File: config.mk
export PLATFORM = sky130hd
export DESIGN_NAME = vrhp_host_port
export DESIGN_NICKNAME = d
export VERILOG_FILES = /design/src/hdl/vrhp_pkg.sv /design/src/hdl/vrhp_sync.sv /design/src/hdl/vrhp_host_port.sv
export VERILOG_INCLUDE_DIRS = /design/src /design/src/hdl
export SDC_FILE = /design/constraint.sdc
export NUM_CORES = 1
export LEC_CHECK = 0
export BUFFER_PORTS_ARGS = -buffer_cell sky130_fd_sc_hd__buf_2
export CORE_MARGIN = 2
export CORE_UTILIZATION = 44
export CTS_BUF_LIST = sky130_fd_sc_hd__clkbuf_4
export CTS_CLUSTER_DIAMETER = 50
export DETAILED_ROUTE_END_ITERATION = 8
export GPL_ROUTABILITY_DRIVEN = 0
export SYNTH_ARGS = -nofsm -noshare
export SYNTH_HDL_FRONTEND = slang
export SYNTH_SLANG_ARGS = --single-unit
File: constraint.sdc
create_clock -name core_clk -period 2.6 [get_ports core_clk]
set_input_delay 0.78 -clock core_clk [delete_from_list [all_inputs] [get_ports core_clk]]
set_output_delay 0.78 -clock core_clk [all_outputs]
set_load 0.01 [all_outputs]
File: src/hdl/vrhp_map.svh
// Register layout, command codes and timing constants of the host port.
`ifndef VRHP_MAP_SVH
`define VRHP_MAP_SVH
`define VRHP_CLK_MHZ        25
`define VRHP_T_RESET_US     1000
`define VRHP_T_CMD_US       16
`define VRHP_T_READ_US      270
`define VRHP_T_DOUT_US      50
`define VRHP_T_INDEX_USER_DATA_ACCESS_US      770
`define VRHP_T_DELALL_MS    550
`define VRHP_T_PHRASE_DELETE_MS      70
`define VRHP_CYC_RESET      (`VRHP_T_RESET_US * `VRHP_CLK_MHZ)
`define VRHP_CYC_CMD        (`VRHP_T_CMD_US * `VRHP_CLK_MHZ)
`define VRHP_CYC_READ       (`VRHP_T_READ_US * `VRHP_CLK_MHZ)
`define VRHP_CYC_DOUT       (`VRHP_T_DOUT_US * `VRHP_CLK_MHZ)
`define VRHP_CYC_INDEX_USER_DATA_ACCESS       (`VRHP_T_INDEX_USER_DATA_ACCESS_US * `VRHP_CLK_MHZ)
`define VRHP_CYC_DELALL     (`VRHP_T_DELALL_MS * 1000 * `VRHP_CLK_MHZ)
`define VRHP_CYC_PHRASE_DELETE       (`VRHP_T_PHRASE_DELETE_MS * 1000 * `VRHP_CLK_MHZ)
`define VRHP_BIT_BUSY       0
`define VRHP_BIT_ACTIVE     1
`define VRHP_BIT_WAIT       2
`define VRHP_BIT_READY      3
`define VRHP_FLAGS_RESET    4'h8
`define VRHP_CMD_NOP        4'h0
`define VRHP_CMD_PAUSE      4'h1
`define VRHP_CMD_PLAY       4'h2
`define VRHP_CMD_REC        4'h3
`define VRHP_CMD_START      4'h4
`define VRHP_CMD_STOP       4'h5
`define VRHP_CMD_BRATE      4'h6
`define VRHP_CMD_PHRASE_SELECT       4'h7
`define VRHP_CMD_BLK        4'h8
`define VRHP_CMD_BLOCK_COUNT_READ      4'h9
`define VRHP_CMD_XFER       4'hA
`define VRHP_CMD_FLAGSEL    4'hC
`define VRHP_CMD_DEL        4'hD
`define VRHP_CMD_LEV        4'hE
`define VRHP_LEVEL_RESET    2'h0
`define VRHP_RAMP_OFF       2'h0
`define VRHP_RAMP_UP        2'h2
`define VRHP_RAMP_DOWN      2'h3
`endif

File: src/hdl/vrhp_pkg.sv
// Types shared by the host port modules.
package vrhp_pkg;
  typedef struct packed {
    logic ready;
    logic wait_pause;
    logic active;
    logic busy;
  } vrhp_flags_type;

  typedef struct packed {
    logic rd;
    logic wr;
    logic en;
  } vrhp_strobe_type;

  typedef enum logic [3:0] {
    VRHP_IDLE = 4'b0001,
    VRHP_DATA = 4'b0010,
    VRHP_RUN  = 4'b0100,
    VRHP_VWAIT = 4'b1000
  } vrhp_state_type;
endpackage

File: src/hdl/vrhp_sync.sv
// Two-stage synchroniser and edge detector for the host strobes.
`timescale 1ns/100ps
`default_nettype none
module vrhp_sync (
  // Clock and reset
  input  wire logic                      core_clk,
  input  wire logic                      sys_rst,
  // Raw pins
  input  wire logic                      rd_n,
  input  wire logic                      wr_n,
  input  wire logic                      en_n,
  input  wire logic                      en,
  // Synchronised view
  output var  vrhp_pkg::vrhp_strobe_type level,
  output var  logic                      wr_take,
  output var  logic                      rd_take
);
  logic [2:0] meta;
  logic [2:0] next_meta;
  vrhp_pkg::vrhp_strobe_type next_level;
  vrhp_pkg::vrhp_strobe_type prev_level;
  vrhp_pkg::vrhp_strobe_type next_prev;
  logic next_wr_take;
  logic next_rd_take;

  always_comb begin
    next_meta = {~rd_n, ~wr_n, ~en_n & en};
    next_level = vrhp_pkg::vrhp_strobe_type'(meta);
    next_prev = level;
    // Only the second stage feeds the edge detector; the first may still be settling.
    // A strobe counts once, on its falling edge, and only while enabled.
    next_wr_take = level.wr & ~prev_level.wr & level.en;
    next_rd_take = level.rd & ~prev_level.rd & level.en;
  end

  always_ff @(posedge core_clk) begin
    if (sys_rst) begin
      meta       <= 3'h0;
      level      <= '0;
      prev_level <= '0;
      wr_take    <= 1'b0;
      rd_take    <= 1'b0;
    end else begin
      meta       <= next_meta;
      level      <= next_level;
      prev_level <= next_prev;
      wr_take    <= next_wr_take;
      rd_take    <= next_rd_take;
    end
  end
endmodule
`default_nettype wire

File: src/hdl/vrhp_host_port.sv
// Host command and status port of the voice recorder controller.
`timescale 1ns/100ps
`default_nettype none
`include "vrhp_map.svh"
module vrhp_host_port #(
  parameter int unsigned RESET_CYCLES  = `VRHP_CYC_RESET,
  parameter int unsigned DELALL_CYCLES = `VRHP_CYC_DELALL,
  parameter int unsigned PHRASE_DELETE_CYCLES   = `VRHP_CYC_PHRASE_DELETE
) (
  // Clock and reset
  input  wire logic       core_clk,
  input  wire logic       sys_rst,
  // Host bus
  input  wire logic       rd_n,
  input  wire logic       wr_n,
  input  wire logic       en_n,
  input  wire logic       en,
  input  wire logic [3:0] data_in,
  output var  logic [3:0] data_out,
  output var  logic [3:0] data_oe_n,
  // Status pins
  output var  logic       busy,
  output var  logic       record_play_active,
  output var  logic       voice_wait_or_paused,
  output var  logic       phrase_select_ready,
  // Datapath side
  input  wire logic       voice_detected,
  input  wire logic       op_done,
  output var  logic [1:0] level_field,
  output var  logic [1:0] ramp_select,
  output var  logic       delete_all,
  output var  logic       delete_one
);
  localparam int unsigned MAX_A   = (DELALL_CYCLES > RESET_CYCLES) ? DELALL_CYCLES : RESET_CYCLES;
  localparam int unsigned MAX_CYC = (MAX_A > `VRHP_CYC_INDEX_USER_DATA_ACCESS) ? MAX_A : `VRHP_CYC_INDEX_USER_DATA_ACCESS;
  localparam int unsigned CNT_W   = $clog2(MAX_CYC + 1);

  if (RESET_CYCLES < 1 || PHRASE_DELETE_CYCLES < 1 || DELALL_CYCLES < PHRASE_DELETE_CYCLES) begin : g_bad_counts
    $error("vrhp_host_port: busy counts out of range");
  end

  vrhp_pkg::vrhp_strobe_type lvl;
  logic                      wr_take;
  logic                      rd_take;

  vrhp_sync u_sync (
    .core_clk (core_clk),
    .sys_rst  (sys_rst),
    .rd_n     (rd_n),
    .wr_n     (wr_n),
    .en_n     (en_n),
    .en       (en),
    .level    (lvl),
    .wr_take  (wr_take),
    .rd_take  (rd_take)
  );

  vrhp_pkg::vrhp_state_type state;
  vrhp_pkg::vrhp_state_type next_state;
  vrhp_pkg::vrhp_flags_type operation_flags;
  vrhp_pkg::vrhp_flags_type next_flags;
  logic [CNT_W-1:0] busy_cnt;
  logic [CNT_W-1:0] next_busy_cnt;
  logic [3:0]       cmd;
  logic [3:0]       next_cmd;
  logic [2:0]       nib_left;
  logic [2:0]       next_nib_left;
  logic [2:0]       nib_idx;
  logic [2:0]       next_nib_idx;
  logic [7:0]       phrase;
  logic [7:0]       next_phrase;
  logic             vox_on;
  logic             next_vox_on;
  logic [1:0]       next_level;
  logic [1:0]       next_ramp;
  logic             next_del_all;
  logic             next_del_one;
  logic [3:0]       next_dout;
  logic [3:0]       next_oe_n;

  function automatic logic [CNT_W-1:0] cyc(input int unsigned n);
    cyc = CNT_W'(n);
  endfunction

  always_comb begin
    next_state    = state;
    next_flags    = operation_flags;
    next_busy_cnt = busy_cnt;
    next_cmd      = cmd;
    next_nib_left = nib_left;
    next_nib_idx  = nib_idx;
    next_phrase   = phrase;
    next_vox_on   = vox_on;
    next_level    = level_field;
    next_ramp     = ramp_select;
    next_del_all  = 1'b0;
    next_del_one  = 1'b0;
    // Busy falls when its count runs out.
    if (busy_cnt != '0) begin
      next_busy_cnt = busy_cnt - cyc(1);
    end
    // Datapath events go first, so that a write in the same cycle overrides them.
    case (state)
      vrhp_pkg::VRHP_VWAIT: begin
        if (voice_detected) begin
          next_flags.wait_pause = 1'b0;
          next_state = vrhp_pkg::VRHP_RUN;
        end
      end
      vrhp_pkg::VRHP_RUN: begin
        if (op_done) begin
          next_flags.active     = 1'b0;
          next_flags.wait_pause = 1'b0;
          next_flags.ready      = 1'b1;
          next_state = vrhp_pkg::VRHP_IDLE;
        end
      end
      default: begin
      end
    endcase
    if (wr_take) begin
      next_busy_cnt = cyc(`VRHP_CYC_CMD);
      if (state == vrhp_pkg::VRHP_DATA) begin
        next_nib_left = nib_left - 3'h1;
        next_nib_idx  = nib_idx + 3'h1;
        case (cmd)
          `VRHP_CMD_PHRASE_SELECT: begin
            if (nib_idx == 3'h0) next_phrase[3:0] = data_in;
            else next_phrase[7:4] = data_in;
          end
          `VRHP_CMD_LEV: begin
            next_level = data_in[3:2];
            next_ramp  = data_in[1] ? data_in[1:0] : `VRHP_RAMP_OFF;
          end
          `VRHP_CMD_FLAGSEL: begin
            next_vox_on = (data_in != 4'h0);
          end
          `VRHP_CMD_BLOCK_COUNT_READ: begin
            next_busy_cnt = cyc(`VRHP_CYC_DOUT);
          end
          `VRHP_CMD_XFER: begin
            if (nib_left == 3'h1) next_busy_cnt = cyc(`VRHP_CYC_READ);
          end
          default: begin
          end
        endcase
        if (nib_left == 3'h1) next_state = vrhp_pkg::VRHP_IDLE;
      end else begin
        next_cmd      = data_in;
        next_nib_idx  = 3'h0;
        next_nib_left = 3'h0;
        case (data_in)
          `VRHP_CMD_BRATE, `VRHP_CMD_LEV, `VRHP_CMD_FLAGSEL: next_nib_left = 3'h1;
          `VRHP_CMD_PHRASE_SELECT, `VRHP_CMD_BLK: next_nib_left = 3'h2;
          `VRHP_CMD_BLOCK_COUNT_READ: begin
            next_nib_left = 3'h2;
            next_busy_cnt = cyc(`VRHP_CYC_READ);
          end
          `VRHP_CMD_XFER: begin
            next_nib_left = 3'h5;
            next_busy_cnt = cyc(`VRHP_CYC_INDEX_USER_DATA_ACCESS);
          end
          `VRHP_CMD_DEL: begin
            if (phrase == 8'h00) begin
              next_busy_cnt = cyc(DELALL_CYCLES);
              next_del_all  = 1'b1;
            end else begin
              next_busy_cnt = cyc(PHRASE_DELETE_CYCLES);
              next_del_one  = 1'b1;
            end
          end
          `VRHP_CMD_START: begin
            next_flags.wait_pause = vox_on & ~voice_detected;
            next_flags.active     = 1'b1;
            next_flags.ready      = 1'b0;
            next_state = vox_on & ~voice_detected ? vrhp_pkg::VRHP_VWAIT
                                                  : vrhp_pkg::VRHP_RUN;
          end
          `VRHP_CMD_PAUSE: begin
            if (next_flags.active) next_flags.wait_pause = 1'b1;
          end
          `VRHP_CMD_STOP: begin
            next_flags.active     = 1'b0;
            next_flags.wait_pause = 1'b0;
            next_flags.ready      = 1'b1;
            next_state            = vrhp_pkg::VRHP_IDLE;
          end
          default: begin
          end
        endcase
        if (next_nib_left != 3'h0) next_state = vrhp_pkg::VRHP_DATA;
      end
    end
    next_flags.busy = (next_busy_cnt != '0);
    // Status drives the bus only during an enabled read.
    next_oe_n = (lvl.rd & lvl.en) ? 4'h0 : 4'hF;
    next_dout = operation_flags;
  end

  always_ff @(posedge core_clk) begin
    if (sys_rst) begin
      state           <= vrhp_pkg::VRHP_IDLE;
      operation_flags <= vrhp_pkg::vrhp_flags_type'(`VRHP_FLAGS_RESET | 4'h1);
      busy_cnt        <= cyc(RESET_CYCLES);
      cmd             <= `VRHP_CMD_NOP;
      nib_left        <= 3'h0;
      nib_idx         <= 3'h0;
      phrase          <= 8'h00;
      vox_on          <= 1'b0;
      level_field     <= `VRHP_LEVEL_RESET;
      ramp_select     <= 2'h0;
      delete_all      <= 1'b0;
      delete_one      <= 1'b0;
      data_out        <= 4'h0;
      data_oe_n       <= 4'hF;
    end else begin
      state           <= next_state;
      operation_flags <= next_flags;
      busy_cnt        <= next_busy_cnt;
      cmd             <= next_cmd;
      nib_left        <= next_nib_left;
      nib_idx         <= next_nib_idx;
      phrase          <= next_phrase;
      vox_on          <= next_vox_on;
      level_field     <= next_level;
      ramp_select     <= next_ramp;
      delete_all      <= next_del_all;
      delete_one      <= next_del_one;
      data_out        <= next_dout;
      data_oe_n       <= next_oe_n;
    end
  end

  // Pins mirror the flag flops directly; the bus nibble is registered from them and lags by one cycle.
  always_comb begin
    busy                 = operation_flags.busy;
    record_play_active   = operation_flags.active;
    voice_wait_or_paused = operation_flags.wait_pause;
    phrase_select_ready  = operation_flags.ready;
  end

  busy_after_write_a: assert property (@(posedge core_clk) disable iff (sys_rst)
    wr_take |=> busy) else $error("busy not raised after write");
  reset_flags_a: assert property (@(posedge core_clk)
    sys_rst |=> operation_flags == 4'h9) else $error("bad flags after reset");
  read_drive_a: assert property (@(posedge core_clk) disable iff (sys_rst)
    (lvl.rd && lvl.en) |=> data_oe_n == 4'h0) else $error("bus not driven");
  read_take_a: assert property (@(posedge core_clk) disable iff (sys_rst)
    rd_take |-> data_oe_n == 4'h0) else $error("read strobe not answered");
  float_off_a: assert property (@(posedge core_clk) disable iff (sys_rst)
    !lvl.en |=> data_oe_n == 4'hF) else $error("bus driven while disabled");
  start_active_a: assert property (@(posedge core_clk) disable iff (sys_rst)
    (wr_take && state != vrhp_pkg::VRHP_DATA && data_in == `VRHP_CMD_START)
    |=> record_play_active && !phrase_select_ready) else $error("start ignored");
  ramp_store_a: assert property (@(posedge core_clk) disable iff (sys_rst)
    (wr_take && state == vrhp_pkg::VRHP_DATA && cmd == `VRHP_CMD_LEV)
    |=> ramp_select == ($past(data_in[1]) ? $past(data_in[1:0]) : 2'h0))
    else $error("ramp not stored");
  delete_all_a: assert property (@(posedge core_clk) disable iff (sys_rst)
    delete_all |-> phrase == 8'h00) else $error("delete all on other phrase");
  voice_go_a: assert property (@(posedge core_clk) disable iff (sys_rst)
    (state == vrhp_pkg::VRHP_VWAIT && voice_detected && !wr_take)
    |=> !voice_wait_or_paused) else $error("voice wait not released");
  busy_count_a: assert property (@(posedge core_clk) disable iff (sys_rst)
    busy == (busy_cnt != '0)) else $error("busy pin out of step");
endmodule
`default_nettype wire

==> qor.txt, run 1 <==
first-pass GRT wire length: 15200 um
routed wire length: 9180 um
Finish-stage setup viols: 0
Synth Instances: 448
Post-DRT Antenna Nets: 0
part of the cycle the worst path needs: 0.976
Worst-path clk slew: 0.13 ns
worst skew pair latency: 0.44 ns
register bit total from synthesis: 70
GRT Total Usage: 0.215
CTS tree: done
Starting Density: 0.452
post-layout util: 0.511
DP Wirelength: 6590 um
worst-margin pin slew: 0.572 ns
max-slew violations: 0
Iter 0 DRT Violations: 260
post-synthesis async set-or-reset flop share: 0
WL per Instance: 15.5 um
hold violation count in the final report: 0
most common cell after layout, fill and taps aside: dfxtp_1
Post-synth EDFFs: 0
Mapped Avg Cell Area: 8.30 um2
Synthesized Nets: 466
sequential-to-total area share from yosys stat: 0.377
Power Total: 2.17 mW
nets: 501
setup TNS: 0 ns
Cell variety after synth: 72
drt via density: 5.62
Finished Layout Cells: 593
Core Area: 8220 um2
GR Overflow Total: 0
initial antenna violation count: 0
Slew HR: 0.619
CTS root buffer: clkbuf_4
area growth from synthesis to layout: 13.1%
Period minus WS final: 2.54 ns
share of cells above drive strength 1: 0.211
Layout Skew: 0.0226 ns
kind of critical path: reg -> reg
CTS max path bufs: 2
vias in the first global route: 3091
clock sinks: 70
commonest non-fill, non-tap cells in the layout: dfxtp_1, nor2_1, nand2_1
Hold Path Class: reg -> reg
Core Rows: 33
Worst Path Arrival: 2.85 ns
Port Buf Inserts: 29
pin count of the biggest net entering global routing: 55
Synth Cell Area: 3720 um2
status: finished, final reports clean
worst endpoint required time: 2.91 ns
Hold Buf Count CTS: 0
CTS H-Tree Depth: 3
TritonCTS Buffers: 9
Max Cap Viol: 0
DP Cell Count: 574
Yosys Warn Count: 0
Die Ht: 95.9 um
DRT Pass-1 Iters: 7
static leakage: 1.58 nW
Pwr per Cell Area: 516 nW/um2
# diodes: 0
worst reg2reg setup slack: 0.06 ns
DRC: 0
f_max: 394 MHz
worst vdd ir: 239 uV
via count: 3332
crit-path max FO: 4
Top FF cell, synth: dfxtp_1
boundary pin count: 30
Critical Path Sink Type: register
die area: 9200 um2
CP Launch Type: register
Die X: 95.9 um
RSZ-0062 raised after global routing: yes
-- cell usage after synthesis, drive strengths merged (3+ instances only) --
cell,number,share of area
dfxtp,70,0.38
nor2,56,0.057
nand2,47,0.047
a21oi,34,0.048
clkbuf,21,0.035
nand3,20,0.027
o21ai,17,0.023
inv,16,0.016
nor2b,14,0.024
nor3,13,0.021
mux2i,12,0.032
xor2,11,0.026
nor4,10,0.017
buf,9,0.020
a211oi,7,0.014
and2,6,0.010
ha,6,0.020
xnor2,6,0.014
a31oi,5,0.0084
or4,5,0.010
nand4,4,0.0067
nor3b,4,0.011
nor4b,4,0.015
o211ai,4,0.0081
a2111oi,3,0.0077
a211o,3,0.0074
and4,3,0.0071
or3,3,0.0050
-- worst max-delay path: stages, from the launching register on --
cell	delay, ns
dfxtp_4	0.37
buf_4	0.14
nor4_1	0.49
buf_4	0.21
and4_1	0.28
nand4b_1	0.14
xor2_1	0.15
o21ai_0	0.15
nor4_2	0.35
nand4_1	0.13
-- layout make-up --
type                            instances  area [um2]
Inverter                               16        65.1
Multi-Input combinational cell        332        2100
Fill cell                             802        4010
Clock inverter                          6        93.8
Sequential cell                        70        1410
Clock buffer                           10        75.1
Tap cell                              105         131
Timing Repair Buffer                   54         333
-- where the power goes --
group          switching, mW  internal (mW)  leakage (nW)
combinational          0.130          0.104         0.926
clock                  0.411          0.407        0.0872
sequential            0.0235           1.09         0.569
total                  0.565           1.60          1.58
-- cell families (layout without fill, tap and decap cells) --
kind of cell / after synthesis / after routing / synth area share
mux: 13 / 13 / 0.0353
flops: 70 / 70 / 0.377
simple gates: 204 / 204 / 0.291
fa+ha+maj: 6 / 6 / 0.0202
buf+inv: 46 / 86 / 0.0703
xor+xnor: 17 / 17 / 0.0401
compound gates: 92 / 92 / 0.166
-- path summary, 6_finish.rpt --
path                                                end  cells after the start                       start
worst max-delay path                    busy$_SDFF_PP1_                      9      busy_cnt[1]$_SDFF_PP0_
worst min register to register  data_oe_n[2]$_SDFF_PP1_                      1  u_sync.level[2]$_SDFF_PP0_
worst min-delay path            data_oe_n[2]$_SDFF_PP1_                      1  u_sync.level[2]$_SDFF_PP0_
worst max register to register          busy$_SDFF_PP1_                      9      busy_cnt[1]$_SDFF_PP0_
-- through the flow --
step / area [um2] / worst slack [ns] / hold WS [ns]
after CTS: 4130 / 0.00151 / 0.406
final: 4200 / 0.0619 / 0.401
after global placement: 3960 / 0.0880 / 0.372
after detailed placement: 3960 / 0.0177 / 0.377
after global routing: 4200 / -0.0413 / 0.438
after floorplan: 3720 / 0.376 / 0.364
-- per-layer routing --
layer	GRT usage	vias up	routed length, um	part of all wire
li1	-	1662	-	-
met1	0.274	1584	4360	0.47
met2	0.355	69	4360	0.47
met3	0.0486	17	297	0.032
met4	0.0774	0	171	0.019
met5	0	-	0	0
-- flip-flops by register name, summed over array words and instances, names as in the netlist, 2 cells and up --
signal        count
u_sync.level      3
data_out          4
busy_cnt         24
ramp_select       2
state             4
level_field       2
u_sync.meta       3
cmd               4
phrase            8
nib_left          3
nib_idx           3
-- what timing repair did --
item	in CTS	in global routing
resized for setup	0	17
buffers inserted	0	3
endpoints found under the setup margin	0	1
No activity file was read; power rests on OpenSTA's default activity.
==> run 2: changes to the inputs <==
- CORE_ASPECT_RATIO: not set -> 2
- PLACE_DENSITY_LB_ADDON: not set -> 0.3
- SYNTH_HIERARCHICAL: not set -> 1
==> qor.txt, run 2 <==
status: finished, violations left
failing checks: negative setup slack
worst endpoint required time: 2.91 ns (about the same)
max reg flops: 24 (unchanged)
post-layout util: 0.549 (+0.0374)
CTS H-Tree Depth: 3 (unchanged)
Top delay family on crit path: simple AND/OR/NAND/NOR gates
Reg with most FFs: busy_cnt
CP Buf/Inv Count: 0 (-2)
Slew HR: 0.574 (-0.0444)
Mapped Avg Cell Area: 8.26 um2 (-0.51%)
nets: 505 (+0.80%)
via count: 3428 (+2.9%)
share of cells above drive strength 1: 0.242 (+0.0308)
register area: 1400 um2 (-0.35%)
post-place instance area: 4010 um2 (+1.3%)
Worst-path clk slew: 0.13 ns (about the same)
Critical Path Sink Type: register
worst-margin pin slew: 0.637 ns (+0.0657 ns)
critical-path cell list: or4_4, or4_4, or2_4, a31oi_1, nand3_1, nor4_4, nand4_1
commonest non-fill, non-tap cells in the layout: dfxtp_1, nor2_1, buf_4
clock sinks: 70 (unchanged)
max-slew violations: 0 (unchanged)
post-layout instance area: 4330 um2 (+3.0%)
Core Area: 7890 um2 (-4.0%)
setup TNS: -0.0621 ns (-0.0621 ns)
GRT Total Usage: 0.247 (+0.0321)
Core Rows: 46 (+39%)
Yosys Warn Count: 6 (+6)
RSZ-0062 raised after global routing: yes
Power Total: 2.13 mW (-1.6%)
Synth Instances: 433 (-3.3%)
f_max: 376 MHz (-4.7%)
WHS: 0.408 ns (+0.00679 ns)
Hold Path Class: reg -> reg
slowest library cell on the worst path: or4_4
die area: 8910 um2 (-3.2%)
Die Ht: 131 um (+37%)
critical path's largest stage delay: 0.58 ns (+0.09 ns)
static leakage: 1.64 nW (+3.9%)
boundary pin count: 30 (unchanged)
CTS max path bufs: 2 (unchanged)
Post-DRT Antenna Nets: 0 (unchanged)
routed wire length: 10200 um (+11%)
pin count of the biggest net entering global routing: 36 (-35%)
fin worst setup slack: -0.0621 ns (-0.124 ns)
leading registers by flop count: busy_cnt x24, phrase x8
dpl ws: -0.358 ns (-0.376 ns)
Port Buf Inserts: 29 (unchanged)
worst skew pair latency: 0.43 ns (about the same)
kind of critical path: reg -> reg
Synth Cell Area: 3570 um2 (-3.8%)
first-pass GRT wire length: 16500 um (+9.1%)
crit-path max FO: 7 (+3)
Worst Path Arrival: 2.98 ns (+0.13 ns)
Synthesized Nets: 451 (-3.2%)
Period minus WS final: 2.66 ns (+0.124 ns)
Pwr per Cell Area: 493 nW/um2 (-4.4%)
Iter 0 DRT Violations: 141 (-46%)
hold violation count in the final report: 0 (unchanged)
worst reg2reg setup slack: -0.06 ns (-0.12 ns)
CP most frequent cell: or4_4
area growth from synthesis to layout: 21.1%
drt via density: 5.82 (+3.6%)
area used by multi-input combinational logic: 2140 um2 (+2.0%)
Fillers: 738 (-8.0%)
CTS tree: done
part of the cycle the worst path needs: 1.02 (+0.0477)
initial antenna violation count: 1 (+1)
DP Cell Count: 570 (-0.70%)
TritonCTS Buffers: 9 (unchanged)
DRT Pass-1 Iters: 4 (-3)
worst vdd ir: 463 uV (+94%)
Finished Layout Cells: 589 (-0.67%)
GR Overflow Total: 0 (unchanged)
WL per Instance: 17.3 um (+12%)
vias in the first global route: 3455 (+12%)
CP Launch Type: register
DP Wirelength: 7550 um (+15%)
Starting Density: 0.453 (+0.000935)
CTS root buffer: clkbuf_4
Layout Skew: 0.0198 ns (-0.00274 ns)
Die X: 67.7 um (-29%)
DRC: 0 (unchanged)
most common cell after layout, fill and taps aside: dfxtp_1
Max Cap Viol: 0 (unchanged)
Finish-stage setup viols: 1 (+1)
## run 2: final cells by class
| type | instances | area share |
|---|---|---|
| clock inverters | 6 | 0.0199 |
| inverters | 10 | 0.00867 |
| diodes | 1 | 0.000578 |
| clock buffers | 10 | 0.0173 |
| repair buffers | 71 | 0.107 |
| well taps | 96 | 0.0278 |
| multi-input cells | 325 | 0.494 |
| flip-flops and latches | 70 | 0.324 |
## run 2: routing by layer
layer,up-vias,global-route usage,share of wire,wire (um)
li1,1642,-,-,-
met3,56,0.0616,0.037,379
met5,-,0,0,0
met4,0,0.168,0.072,739
met2,116,0.437,0.55,5640
met1,1614,0.233,0.34,3450
## run 2: power by group
group	switching, mW	leakage [nW]	internal (mW)
clock	0.407	0.0864	0.399
sequential	0.0119	0.568	1.09
combinational	0.130	0.990	0.0958
total	0.549	1.64	1.59
## run 2: worst paths after layout
| path | from | end | cells past startpoint |
|---|---|---|---|
| hold / removal | u_sync/level[2]$_SDFF_PP0_ | data_oe_n[2]$_SDFF_PP1_ | 1 |
| setup reg to reg | busy_cnt[21]$_SDFF_PP0_ | busy$_SDFF_PP1_ | 7 |
| hold reg to reg | u_sync/level[2]$_SDFF_PP0_ | data_oe_n[2]$_SDFF_PP1_ | 1 |
| setup / recovery | busy_cnt[21]$_SDFF_PP0_ | busy$_SDFF_PP1_ | 7 |
## run 2: what timing repair did
| item | in CTS | in global routing |
|---|---|---|
| pin swaps | 6 | 12 |
| gates resized for setup | 8 | 23 |
| endpoints found under the hold margin | 0 | 0 |
| hold buffers | 0 | 0 |
| endpoints found under the setup margin | 1 | 4 |
| setup buffers | 1 | 1 |
| gates cloned | 0 | 0 |
==> run 3: changes to the inputs <==
- clock period: 2.6 -> 3.05 ns (I/O delays scaled with it)
==> qor.txt, run 3 (same netlist as run 2, synthesis figures left out) <==
CTS max path bufs: 2 (unchanged)
worst endpoint required time: 3.35 ns (+0.44 ns)
first-pass GRT wire length: 14900 um (-10%)
die area: 8910 um2 (unchanged)
status: finished, final reports clean
worst vdd ir: 291 uV (-37%)
nets: 475 (-5.9%)
worst skew pair latency: 0.43 ns (about the same)
post-place instance area: 3800 um2 (-5.2%)
Fillers: 755 (+2.3%)
post-layout instance area: 3920 um2 (-9.5%)
pin count of the biggest net entering global routing: 41 (+14%)
part of the cycle the worst path needs: 0.954 (-0.0700)
GRT Total Usage: 0.225 (-0.0222)
CTS root buffer: clkbuf_4
DRT Pass-1 Iters: 4 (unchanged)
hold violation count in the final report: 0 (unchanged)
worst reg2reg setup slack: 0.14 ns (+0.20 ns)
CP Launch Type: register
static leakage: 1.46 nW (-11%)
worst reg-to-reg path cell count: 7 (unchanged)
TritonCTS Buffers: 9 (unchanged)
Critical Path Sink Type: register
Pwr per Cell Area: 409 nW/um2 (-17%)
max reg flops: 24 (unchanged)
Hold Path Class: reg -> reg
max-slew violations: 0 (unchanged)
critical-path cell list: or4_1, or4_4, or2_1, a31oi_1, nand3_1, nor4_1, nand4_1
hold depth: 1 (unchanged)
routed wire length: 9250 um (-9.4%)
post-layout util: 0.497 (-0.0524)
CTS H-Tree Depth: 3 (unchanged)
Port Buf Inserts: 29 (unchanged)
Finish-stage setup viols: 0 (-1)
leading registers by flop count: busy_cnt x24, phrase x8
WL per Instance: 16.6 um (-4.5%)
Period minus WS final: 2.91 ns (+0.247 ns)
Post-DRT Antenna Nets: 0 (unchanged)
Core Area: 7890 um2 (unchanged)
Die Ht: 131 um (unchanged)
Max Cap Viol: 0 (unchanged)
RSZ-0062 raised after global routing: no
Reg with most FFs: busy_cnt
Starting Density: 0.453 (unchanged)
Power Total: 1.60 mW (-25%)
Layout Skew: 0.0139 ns (-0.00596 ns)
Hold Buf Count CTS: 0 (unchanged)
share of cells above drive strength 1: 0.152 (-0.0904)
Worst-path clk slew: 0.12 ns (about the same)
CTS tree: done
worst-margin pin slew: 0.750 ns (+0.113 ns)
DRC: 0 (unchanged)
crit-path max FO: 7 (unchanged)
Iter 0 DRT Violations: 165 (+17%)
GR Overflow Total: 0 (unchanged)
hold_sp: u_sync/level[2]$_SDFF_PP0_
clock sinks: 70 (unchanged)
drt via density: 5.70 (-2.0%)
Core Rows: 46 (unchanged)
CP Launch Point: busy_cnt[18]$_SDFF_PP0_
vias in the first global route: 3081 (-11%)
RR Startpoint: busy_cnt[18]$_SDFF_PP0_
Die X: 67.7 um (unchanged)
area growth from synthesis to layout: 9.52%
Worst Path Arrival: 3.21 ns (+0.23 ns)
f_max: 344 MHz (-8.5%)
initial antenna violation count: 1 (unchanged)
kind of critical path: reg -> reg
setup TNS: 0 ns (+0.0621 ns)
Post-CTS Setup Bufs: 0 (-1)
critical path's largest stage delay: 0.60 ns (+0.02 ns)
boundary pin count: 30 (unchanged)
commonest non-fill, non-tap cells in the layout: dfxtp_1, nor2_1, nand2_1
via count: 3188 (-7.0%)
post-cts sizing count: 0 (-8)
most common cell after layout, fill and taps aside: dfxtp_1
slowest library cell on the worst path: or4_1
DP Wirelength: 7080 um (-6.2%)
Slew HR: 0.500 (-0.0745)
run 3: cell count changes in the layout (fill, tap and decap cells not counted), moves of 2 or more:
cell	delta
buf_4	-29
nor2_1	+2
dfxtp_1	+2
bufinv_16	-2
o21ai_4	-2
nor3_1	+2
o21ai_0	+4
dfxtp_2	-2
run 3: worst max-delay path, delay by kind of cell, from the launching register on:
kind	cells	cell delay [ns]
and+or+nand+nor	6	2.14
DFF	1	0.36
AOI/OAI and AO/OA	1	0.27
run 3: stage by stage:
stage / cells / hold WS, ns / setup slack, ns
2_1_floorplan: 433 / 0.366 / 0.546
3_3_place_gp: 542 / 0.381 / 0.282
3_5_place_dp: 542 / 0.383 / 0.195
4_1_cts: 558 / 0.408 / 0.191
5_1_grt: 559 / 0.431 / 0.0387
6_report: 559 / 0.408 / 0.141
run 3: routing by layer:
metal,GRT usage,up-vias,wire length [um]
met1,0.215,1466,3140
li1,-,1587,-
met2,0.390,89,5170
met4,0.172,0,681
met5,0,-,0
met3,0.0479,46,258
run 3: area by class of cell:
cell class / count / area [um2] / share of cell area
Clock inverter: 6 / 38.8 / 0.00991
Inverter: 10 / 37.5 / 0.00959
Multi-Input combinational cell: 325 / 2000 / 0.512
Tap cell: 96 / 120 / 0.0307
Timing Repair Buffer: 41 / 235 / 0.0601
Antenna cell: 1 / 2.50 / 0.000639
Sequential cell: 70 / 1400 / 0.358
Clock buffer: 10 / 75.1 / 0.0192
run 3: report_power, final:
group | switching [mW] | leakage (nW) | internal, mW
logic | 0.0883 | 0.829 | 0.0582
clock network | 0.336 | 0.0622 | 0.173
registers | 0.0158 | 0.567 | 0.929
total | 0.440 | 1.46 | 1.16
run 3: path summary, 6_finish.rpt:
check,end
worst max register to register,busy$_SDFF_PP1_
worst max-delay path,busy$_SDFF_PP1_
worst min register to register,data_oe_n[2]$_SDFF_PP1_
worst min-delay path,data_oe_n[2]$_SDFF_PP1_
